[config.mk]
export PLATFORM = sky130hd
export DESIGN_NAME = rxs_seq
export DESIGN_NICKNAME = d
export VERILOG_FILES = /design/src/design/rxs_pkg.sv /design/src/design/rxs_pin_sync.sv /design/src/design/rxs_seq.sv
export SDC_FILE = /design/constraint.sdc
export NUM_CORES = 1
export LEC_CHECK = 0
export BUFFER_PORTS_ARGS = -buffer_cell sky130_fd_sc_hd__buf_2
export CAP_MARGIN = 10
export CORE_MARGIN = 2
export CORE_UTILIZATION = 40
export CTS_BUF_LIST = sky130_fd_sc_hd__clkbuf_4 sky130_fd_sc_hd__clkbuf_8
export CTS_CLUSTER_DIAMETER = 200
export DETAILED_ROUTE_END_ITERATION = 12
export MAX_ROUTING_LAYER = met4
export PLACE_DENSITY = 0.65
export SLEW_MARGIN = 20
export SYNTH_ARGS = -nofsm -noshare
export SYNTH_HDL_FRONTEND = slang
export SYNTH_HIERARCHICAL = 1
export SYNTH_SLANG_ARGS = --single-unit
export TNS_END_PERCENT = 1
[constraint.sdc]
create_clock -name clk_sys -period 2.7 [get_ports clk_sys]
set_clock_uncertainty 0.2 [all_clocks]
set_input_delay 0.27 -clock clk_sys [delete_from_list [all_inputs] [get_ports clk_sys]]
set_output_delay 0.27 -clock clk_sys [all_outputs]
set_load 0.02 [all_outputs]
[src/design/rxs_pkg.sv]
// Constants and carriers shared by the reset and exception sequencer
package rxs_pkg;
   localparam int unsigned CLK_HZ = 50_000_000;
   localparam int unsigned SYNC_STAGES = 3;
   localparam logic [15:0] RESET_VEC_LO_ADDR = 16'h0000;
   localparam logic [15:0] RESET_VEC_HI_ADDR = 16'h0001;
   localparam logic [7:0] CCR_RESET_VAL = 8'h80;
   localparam int unsigned CCR_IMASK_BIT = 7;
   localparam logic [15:0] PC_RESET_VAL = 16'h0000;
   localparam int unsigned RESET_MIN_CYCLES = 10;

   typedef enum logic [5:0] {
      RXS_ST_RESET = 6'h01,
      RXS_ST_INIT  = 6'h02,
      RXS_ST_VEC_HI = 6'h04,
      RXS_ST_VEC_LO = 6'h08,
      RXS_ST_RUN   = 6'h10,
      RXS_ST_IRQ   = 6'h20
   } rxs_state_e;

   typedef struct packed {
      logic req;
      logic [15:0] addr;
   } rxs_mem_req_s;

   typedef struct packed {
      logic valid;
      logic [7:0] data;
   } rxs_mem_rsp_s;
endpackage

[src/design/rxs_pin_sync.sv]
// Three-stage synchroniser with agreement filter for the reset pin
module rxs_pin_sync (
   input wire logic clk_sys,
   input wire logic nrst,
   input wire logic pin_in,
   output logic level_out
);
   logic s1_reg;
   logic s2_reg;
   logic s3_reg;
   wire agree = (s2_reg == s3_reg);

   // Stages start low: the pin must be seen high before any fetch may start
   always_ff @(posedge clk_sys or negedge nrst) begin
      if (!nrst) begin
         s1_reg <= 1'b0;
         s2_reg <= 1'b0;
         s3_reg <= 1'b0;
         level_out <= 1'b0;
      end else begin
         s1_reg <= pin_in;
         s2_reg <= s1_reg;
         s3_reg <= s2_reg;
         if (agree) begin
            level_out <= s2_reg;
         end
      end
   end
endmodule

[src/design/rxs_seq.sv]
// Reset and interrupt exception sequencer
// How it works
// RL1 - Reset wins over any pending interrupt request at all times.
// RL2 - Reset vector fetch starts right after reset releases, no boundary wait.
// RL3 - Interrupt entry waits for instruction end and no exception in progress.
// RL4 - A low reset pin, once sampled, halts all processing at once.
// RL5 - Source holds reset low at least 10 clocks when running.
// RL6 - At power-up reset stays low until the clock generator settles.
// RL7 - Reset initialises CPU and peripherals, sets mask bit in condition codes.
// RL8 - PC loads from vector at 0000-0001, fetching then starts there.
// RL9 - Reset release is synchronised so the sequence starts on a clock edge.
module rxs_seq
   import rxs_pkg::*;
(
   input wire logic clk_sys,
   input wire logic nrst,
   input wire logic ext_reset_n,
   input wire logic irq_req,
   input wire logic insn_done,
   input wire rxs_pkg::rxs_mem_rsp_s mem_rsp,
   output rxs_pkg::rxs_mem_req_s mem_req,
   output logic periph_init,
   output logic cpu_run,
   output logic irq_entry,
   output logic [15:0] pc_out,
   output logic [7:0] cond_code_reg
);
   import rxs_pkg::*;

   rxs_state_e state_reg;
   rxs_state_e state_next;
   logic reset_lvl;
   logic [7:0] vec_hi_reg;

   rxs_pin_sync u_sync (
      .clk_sys(clk_sys),
      .nrst(nrst),
      .pin_in(ext_reset_n),
      .level_out(reset_lvl)
   );

   wire in_reset = !reset_lvl;
   wire rsp_ok = mem_rsp.valid;
   // Interrupt only between instructions in normal running
   wire irq_take = (state_reg == RXS_ST_RUN) && irq_req && insn_done && !in_reset; // [RL3]

   always_comb begin
      state_next = state_reg;
      unique case (state_reg)
         RXS_ST_RESET: if (!in_reset) state_next = RXS_ST_INIT; // [RL2] [RL9]
         RXS_ST_INIT: state_next = RXS_ST_VEC_HI;
         RXS_ST_VEC_HI: if (rsp_ok) state_next = RXS_ST_VEC_LO;
         RXS_ST_VEC_LO: if (rsp_ok) state_next = RXS_ST_RUN; // [RL8]
         RXS_ST_RUN: if (irq_take) state_next = RXS_ST_IRQ;
         RXS_ST_IRQ: state_next = RXS_ST_RUN;
         default: state_next = RXS_ST_RESET;
      endcase
      if (in_reset) begin
         state_next = RXS_ST_RESET; // [RL1] [RL4]
      end
   end

   wire [15:0] mem_addr_next = (state_next == RXS_ST_VEC_HI) ? RESET_VEC_LO_ADDR :
                               RESET_VEC_HI_ADDR;
   wire mem_req_next = (state_next == RXS_ST_VEC_HI) || (state_next == RXS_ST_VEC_LO);

   wire nx_reset = (state_next == RXS_ST_RESET);
   wire nx_init = (state_next == RXS_ST_INIT);
   wire nx_run = (state_next == RXS_ST_RUN);
   wire nx_irq = (state_next == RXS_ST_IRQ);
   // A byte only counts when reset is not pulling the sequence back
   wire hi_byte_take = (state_reg == RXS_ST_VEC_HI) && rsp_ok && !in_reset;
   wire lo_byte_take = (state_reg == RXS_ST_VEC_LO) && rsp_ok && !in_reset;

   always_ff @(posedge clk_sys or negedge nrst) begin
      if (!nrst) begin
         state_reg <= RXS_ST_RESET;
      end else begin
         state_reg <= state_next;
      end
   end

   // Request is a level that stands until the memory answers
   always_ff @(posedge clk_sys or negedge nrst) begin
      if (!nrst) begin
         mem_req <= '0;
      end else begin
         mem_req.req <= mem_req_next; // [RL8]
         mem_req.addr <= mem_addr_next;
      end
   end

   always_ff @(posedge clk_sys or negedge nrst) begin
      if (!nrst) begin
         periph_init <= 1'b1;
         cpu_run <= 1'b0;
         irq_entry <= 1'b0;
      end else begin
         periph_init <= nx_reset || nx_init; // [RL7]
         cpu_run <= nx_run;
         irq_entry <= nx_irq; // [RL3]
      end
   end

   always_ff @(posedge clk_sys or negedge nrst) begin
      if (!nrst) begin
         vec_hi_reg <= 8'h00;
      end else if (hi_byte_take) begin
         vec_hi_reg <= mem_rsp.data; // [RL8]
      end
   end

   // Mask bit is only ever forced high here; clearing it is left to the CPU
   always_ff @(posedge clk_sys or negedge nrst) begin
      if (!nrst) begin
         pc_out <= PC_RESET_VAL;
         cond_code_reg <= CCR_RESET_VAL;
      end else if (nx_reset) begin
         pc_out <= PC_RESET_VAL;
         cond_code_reg <= CCR_RESET_VAL; // [RL7]
      end else if (lo_byte_take) begin
         pc_out <= {vec_hi_reg, mem_rsp.data}; // [RL8]
      end
   end

   // Mask bit must read set for the whole reset sequence
   mask_set_a: assert property (@(posedge clk_sys) disable iff (!nrst) // [RL7]
      (state_reg != RXS_ST_RUN && state_reg != RXS_ST_IRQ) |-> cond_code_reg[CCR_IMASK_BIT])
      else $error("mask bit clear during reset sequence");
   reset_halt_a: assert property (@(posedge clk_sys) disable iff (!nrst) // [RL4]
      in_reset |=> (state_reg == RXS_ST_RESET && !cpu_run))
      else $error("processing continued under reset");
   reset_wins_a: assert property (@(posedge clk_sys) disable iff (!nrst) // [RL1]
      (in_reset && irq_req) |=> !irq_entry)
      else $error("interrupt taken under reset");
   release_start_a: assert property (@(posedge clk_sys) disable iff (!nrst) // [RL2]
      (state_reg == RXS_ST_RESET && !in_reset) |=> ##1 (mem_req.req || $past(in_reset)))
      else $error("vector fetch did not start after release");
   irq_boundary_a: assert property (@(posedge clk_sys) disable iff (!nrst) // [RL3]
      $rose(irq_entry) |-> $past(insn_done) && $past(state_reg) == RXS_ST_RUN)
      else $error("interrupt entry off instruction boundary");
   vec_addr_a: assert property (@(posedge clk_sys) disable iff (!nrst) // [RL8]
      (state_reg == RXS_ST_VEC_HI) |-> mem_req.addr == RESET_VEC_LO_ADDR)
      else $error("wrong vector address");
   pc_load_a: assert property (@(posedge clk_sys) disable iff (!nrst) // [RL8]
      (state_reg == RXS_ST_VEC_LO && rsp_ok && !in_reset) |=>
      pc_out == {vec_hi_reg, $past(mem_rsp.data)} && cpu_run)
      else $error("PC not loaded from vector");
   sync_release_a: assert property (@(posedge clk_sys) disable iff (!nrst) // [RL9]
      $rose(reset_lvl) |-> $past(state_reg) == RXS_ST_RESET)
      else $error("release not seen in reset state");

   // Vector fetch order and handshake
   fetch_lo_addr_a: assert property (@(posedge clk_sys) disable iff (!nrst) // [RL8]
      (state_reg == RXS_ST_VEC_LO)
      |-> mem_req.addr == RESET_VEC_HI_ADDR)
      else $error("low vector byte read from wrong address");

   lo_after_hi_a: assert property (@(posedge clk_sys) disable iff (!nrst) // [RL8]
      (state_reg == RXS_ST_VEC_LO)
      |-> $past(state_reg) == RXS_ST_VEC_HI || $past(state_reg) == RXS_ST_VEC_LO)
      else $error("low vector byte fetched before high byte");

   req_in_fetch_a: assert property (@(posedge clk_sys) disable iff (!nrst) // [RL8]
      (state_reg == RXS_ST_VEC_HI || state_reg == RXS_ST_VEC_LO)
      |-> mem_req.req)
      else $error("fetch state without request");

   req_hold_a: assert property (@(posedge clk_sys) disable iff (!nrst) // [RL8]
      (mem_req.req && !rsp_ok && !in_reset)
      |=> mem_req.req && $stable(mem_req.addr))
      else $error("request dropped or moved before answer");

   reset_quiet_a: assert property (@(posedge clk_sys) disable iff (!nrst) // [RL4]
      (state_reg == RXS_ST_RESET)
      |-> !mem_req.req && !cpu_run && !irq_entry)
      else $error("activity while in reset state");

   state_onehot_a: assert property (@(posedge clk_sys) disable iff (!nrst) // [RL4]
      $onehot(state_reg))
      else $error("state code not one-hot");

   init_hold_a: assert property (@(posedge clk_sys) disable iff (!nrst) // [RL7]
      (state_reg == RXS_ST_INIT)
      |-> periph_init && !cpu_run)
      else $error("init state without init hold");

   release_step_a: assert property (@(posedge clk_sys) disable iff (!nrst) // [RL2]
      (state_reg == RXS_ST_RESET && !in_reset)
      |=> state_reg == RXS_ST_INIT)
      else $error("release did not start the sequence at once");

   init_step_a: assert property (@(posedge clk_sys) disable iff (!nrst) // [RL2]
      (state_reg == RXS_ST_INIT)
      |=> state_reg == RXS_ST_VEC_HI || $past(in_reset))
      else $error("init not followed by vector fetch");

   run_no_init_a: assert property (@(posedge clk_sys) disable iff (!nrst) // [RL7]
      cpu_run
      |-> !periph_init)
      else $error("running while init held");

   ccr_reset_a: assert property (@(posedge clk_sys) disable iff (!nrst) // [RL7]
      (state_reg == RXS_ST_RESET)
      |-> cond_code_reg == CCR_RESET_VAL)
      else $error("condition codes not at reset value");

   pc_reset_a: assert property (@(posedge clk_sys) disable iff (!nrst) // [RL8]
      (state_reg == RXS_ST_RESET)
      |-> pc_out == PC_RESET_VAL)
      else $error("program counter not cleared in reset");

   pc_hold_a: assert property (@(posedge clk_sys) disable iff (!nrst) // [RL8]
      (state_reg == RXS_ST_RUN && !in_reset)
      |=> $stable(pc_out))
      else $error("program counter moved while running");

   irq_pulse_a: assert property (@(posedge clk_sys) disable iff (!nrst) // [RL3]
      irq_entry
      |=> !irq_entry)
      else $error("interrupt entry longer than one cycle");

   irq_run_only_a: assert property (@(posedge clk_sys) disable iff (!nrst) // [RL3]
      (state_reg != RXS_ST_RUN)
      |=> !irq_entry)
      else $error("interrupt entry during exception processing");

   irq_no_done_a: assert property (@(posedge clk_sys) disable iff (!nrst) // [RL3]
      !insn_done
      |=> !irq_entry)
      else $error("interrupt entry without instruction end");
endmodule

==> metrics.txt, run 1 <==
Fin. Hold Viols 0; clk slew on worst S/H paths about 0.07 ns; DR iter-0 viols 53; EDFF count, synth 0; final setup fails 0; Layout area overhead 14.17%; DIE HEIGHT a little over 70 um; clk buf depth 2; row count 24; TritonCTS buffer count 5; critical path's slowest cell or4_4; initial antenna violation count 0; Worst setup EP type flop; Startpoint Class flop; antenna cells 0; Final ANT Viol Nets 0; mapped cell area 1837 um2; global-route wire length before repair roughly 5200 um; Fmax ~0.46 GHz; Placer Congestion 0.7949; CP max stage delay 0.61 ns; number of gates resized after CTS 0; Ys Warns 6; initial core utilization 0.4189; core area about 4400 um2; worst skew pair latency 0.29 ns; Total Wirelength roughly 3200 um; placed insts between 200 and 300; Worst Path Required ~2.7 ns; Ports just under 60; vias per cell between 4 and 5; Post-synth ARST share 1.000; Worst slew margin 0.4408; # nets final 222; DR WL/cell between 10 and 15 um; H-tree Lvls 2; vias post-DR around 1,200; CTS sink count 39; Root Driver clkbuf_8; setup TNS 0 ns; GRT Overall Usage 0.1374; Netlist cell types 36; Worst Path Max Fanout 9; leak pwr between 0.001 and 0.0015 uW; Mapped Cells 176; vias in the first global route roughly 1,100; die area about 5000 um2; WS Path Type flop to flop; commonest non-fill, non-tap cell in the layout dfrtp_1; Hold WC Path Type input pin to flop; Residual DRC 0; largest net degree at the start of global routing 40; crit path DAT around 2.1 ns; post-synthesis sequential area ratio 0.5327; RSZ-0062 raised after global routing false; fin crit share 0.7967; ratio of cells with drive above 1 in the final layout 0.2823; max reg flops 16; Die X around 72 um; Peak VDD IR around 300 uV; crit-path cells or3_4 -> or4_4 -> mux2_4; Setup WS post-layout about 0.55 ns; first-pass iteration count of the detailed router 4; status finished, final reports clean; Slew @ Worst Pin between 0.8 and 0.9 ns; Place WS approximately 0.56 ns; Mean Syn Cell Area around 10 um2; fin area roughly 2100 um2; Period minus WS final 2.151 ns; Finished Layout Cells ~260; GRT Residual Overflow 0; IO Port Bufs 34; area post-placement 1941 um2; dpl hpwl about 2100 um; Synth Register Bits 39; top_reg_cell synth dfrtp_1; fin. max-slew vios 0; CTS tree yes; Cell Pwr Density roughly 730 nW/um2; most frequent cells in the layout 37 x dfrtp_1, 34 x buf_2, 33 x nand2_1; max_cap viols 0
-- layer usage --
layer	vias to the layer above	track usage	routed length (um)
met5	-	-	0
met4	0	0.05660	54
met3	4	0.04360	183
met2	45	0.2109	1556
met1	587	0.1683	1423
li1	605	-	-
-- cell usage after synthesis (3+ instances only) --
cell,instances,area share
mux2_4,8,0.065
nor2_1,8,0.016
o21ai_0,4,0.011
nand2b_1,3,0.010
a21oi_1,17,0.046
clkbuf_1,7,0.014
dfrtp_1,37,0.50
nand2_1,33,0.067
buf_4,23,0.094
-- final timing paths --
| path | slack, ns | startpoint | cells after the start | to |
|---|---|---|---|---|
| setup / recovery | 0.55 | state_reg[5] | 3 | vec_hi_reg[4] |
| hold / removal | 0.02 | mem_rsp[6] | 3 | pc_out[6] |
| setup reg to reg | 0.55 | state_reg[5] | 3 | vec_hi_reg[4] |
| hold reg to reg | 0.15 | u_sync/s1_reg | 0 | u_sync/s2_reg |
| max in group asynchronous | 1.35 | nrst | 2 | pc_out[11] |
| min in group asynchronous | 0.41 | nrst | 2 | u_sync/level_out |
-- metrics by stage --
step                hold WS [ns]  utilization  total power, uW
detailed placement        0.1397       0.4426            971.2
CTS                      0.01722       0.4783             1555
finish                   0.02078       0.4783             1537
floorplan                -0.2256            -            913.2
global placement          0.1378       0.4426            972.3
global route             0.01990       0.4783             1606
-- what timing repair did --
item                                   in CTS  in global routing
endpoints found under the hold margin      38                  0
hold buffers                                2                  0
buffers inserted                            0                  0
-- worst max-delay path: cells and delay by family (launching register included) --
family	cells	cell delay (ns)
DFF	1	0.46
muxes	1	0.34
and+or+nand+nor	2	1.05
-- cells by family after synthesis --
kind of cell    count (synthesis)  share of synthesized area
other cells                     2                   0.004089
buf+inv                        34                     0.1260
flops                          39                     0.5327
compound gates                 25                    0.07494
mux                             9                    0.07085
simple gates                   64                     0.1758
xor+xnor                        2                   0.009539
fa+ha+maj                       1                   0.006130
-- layout make-up --
| class | instances | area [um2] |
|---|---|---|
| sequential | 39 | 978.4 |
| fill | 422 | 2287 |
| multi-input combinational | 124 | 711.9 |
| tap | 52 | 65.06 |
| clock inverter | 2 | 60.06 |
| clock buffer | 6 | 76.32 |
| timing repair buffer | 38 | 205.2 |
-- power breakdown --
group / switching, uW / total (uW) / internal [uW]
Sequential: 52.6 / 696 / 643
Combinational: 164 / 264 / 99.8
Clock: 198 / 577 / 379
Total: 415 / 1540 / 1120
Note: power is estimated with default switching activity, not from simulation.
==> run 2: changes to the inputs <==
--- a/config.mk
+++ b/config.mk
@@ -13,7 +13,7 @@
 export CTS_CLUSTER_DIAMETER = 200
 export DETAILED_ROUTE_END_ITERATION = 12
 export MAX_ROUTING_LAYER = met4
-export PLACE_DENSITY = 0.65
+export PLACE_DENSITY = 0.68
 export SLEW_MARGIN = 20
 export SYNTH_ARGS = -nofsm -noshare
 export SYNTH_HDL_FRONTEND = slang
==> constraint.sdc (replaced) <==
create_clock -name clk_sys -period 1.9 [get_ports clk_sys]
set_clock_uncertainty 0.2 [all_clocks]
set_input_delay 0.19 -clock clk_sys [delete_from_list [all_inputs] [get_ports clk_sys]]
set_output_delay 0.19 -clock clk_sys [all_outputs]
set_load 0.02 [all_outputs]
==> metrics.txt, run 2 (synthesis results as in run 1) <==
row count 24; antenna cells 0; Peak VDD IR 584.4 uV; Layout area overhead 20.30%; Internal Power ~1400 uW; Worst setup EP type flop; Startpoint Class flop; IO Port Bufs 34; dpl hpwl between 2000 and 2500 um; first-pass iteration count of the detailed router 4; DR WL/cell ~12 um; Cell Pwr Density 913.7 nW/um2; global-route wire length before repair ~5700 um; DIE HEIGHT between 70 and 80 um; switch share 0.2923; CTS tree yes; Fin. Hold Viols 0; clk slew on worst S/H paths about 0.070 ns; largest net degree at the start of global routing 40; fill count between 400 and 500; Setup WS post-layout -0.05691 ns; Clock Power Share 0.305; CTS sink count 39; Worst Hold Depth 4; Residual DRC 0; H-tree Lvls 2; core area roughly 4400 um2; Fmax just over 0.5 GHz; Worst Path Required around 1.9 ns; initial core utilization 0.4189; GRT Overall Usage 0.1501; Total Wirelength roughly 3500 um; Period minus WS final between 1.5 and 2 ns; vias post-DR about 1,300; clk buf depth 2; Ports between 50 and 60; WS Path Type flop to flop; Die X just over 70 um; R2R depth 3; vias in the first global route ~1,200; Logic pwr share 0.208; most frequent cells in the layout 36 x dfrtp_1, 34 x buf_2, 33 x nand2_1; # nets final between 200 and 250; RSZ-0062 raised after global routing true; sequential share of power 0.487; Hold WC Path Type input pin to flop; commonest non-fill, non-tap cell in the layout dfrtp_1; Place WS -0.06894 ns; Placer Congestion ~0.86; Final ANT Viol Nets 0; die area about 5000 um2; max_cap viols 0; initial antenna violation count 0; crit path DAT about 1.9 ns; leak pwr 0.001096 uW; fin. max-slew vios 0; DR iter-0 viols 84; flop-to-flop setup slack -0.06 ns; Power, Total a little over 2000 uW; post-CTS setup buffers 0; ratio of cells with drive above 1 in the final layout 0.3022; worst skew pair latency 0.29 ns; GRT Residual Overflow 0; Root Driver clkbuf_8; setup TNS -0.4328 ns; max reg flops 16; status complete, but fails checks; violated checks negative setup slack; Worst Path Max Fanout 8; TritonCTS buffer count 5; worst hold margin roughly 0.12 ns; NetSw a little under 600 uW; final setup fails 8; fin crit share 1.030; vias per cell 4.762
-- run 2: worst paths after layout --
path / startpoint / to
min in group asynchronous: nrst / u_sync/s3_reg
min: mem_rsp[8] / state_reg[3]
max: state_reg[5] / vec_hi_reg[5]
max in group asynchronous: nrst / periph_init
max reg2reg: state_reg[5] / vec_hi_reg[5]
min reg2reg: u_sync/s1_reg / u_sync/s2_reg
-- run 2: metrics by stage --
| stage | utilization | cell area, um2 | instances |
|---|---|---|---|
| floorplan | - | 1928 | 197 |
| global placement | 0.4563 | 2001 | 259 |
| detailed placement | 0.4563 | 2001 | 259 |
| CTS | 0.5031 | 2206 | 277 |
| global route | 0.5040 | 2210 | 277 |
| finish | 0.5040 | 2210 | 277 |
-- run 2: worst max-delay path, stage by stage (launching register included) --
cell and delay [ns]:
dfrtp_1 0.37, or3_4 0.40, or4_4 0.54, mux2_4 0.33
-- run 2: layer usage --
metal,track usage,share of wire
met1,0.2007,0.47
met2,0.2099,0.45
met3,0.03094,0.050
met4,0.09015,0.028
met5,-,0
-- run 2: timing repair --
item,4_1_cts,5_1_grt
gates cloned,0,0
endpoints found under the setup margin,9,29
resized for setup,1,1
hold buffers,10,0
pin swaps,0,0
endpoints found under the hold margin,54,0
-- run 2: layout make-up --
| cell class | instances | area [um2] | area share |
|---|---|---|---|
| Sequential cell | 39 | 979.7 | 0.4434 |
| Timing Repair Buffer | 54 | 349.1 | 0.1580 |
| Tap cell | 52 | 65.06 | 0.02945 |
| Clock buffer | 8 | 103.9 | 0.04700 |
| Multi-Input combinational cell | 124 | 711.9 | 0.3222 |
-- run 2: power groups by stage --
stage                     Sequential (uW)  Clock (uW)  Combinational [uW]
after global placement                993           0                 393
final                                 984         615                 420
after CTS                             982         639                 415
after floorplan                       980           0                 330
after detailed placement              998           0                 400
after global routing                  996         663                 457
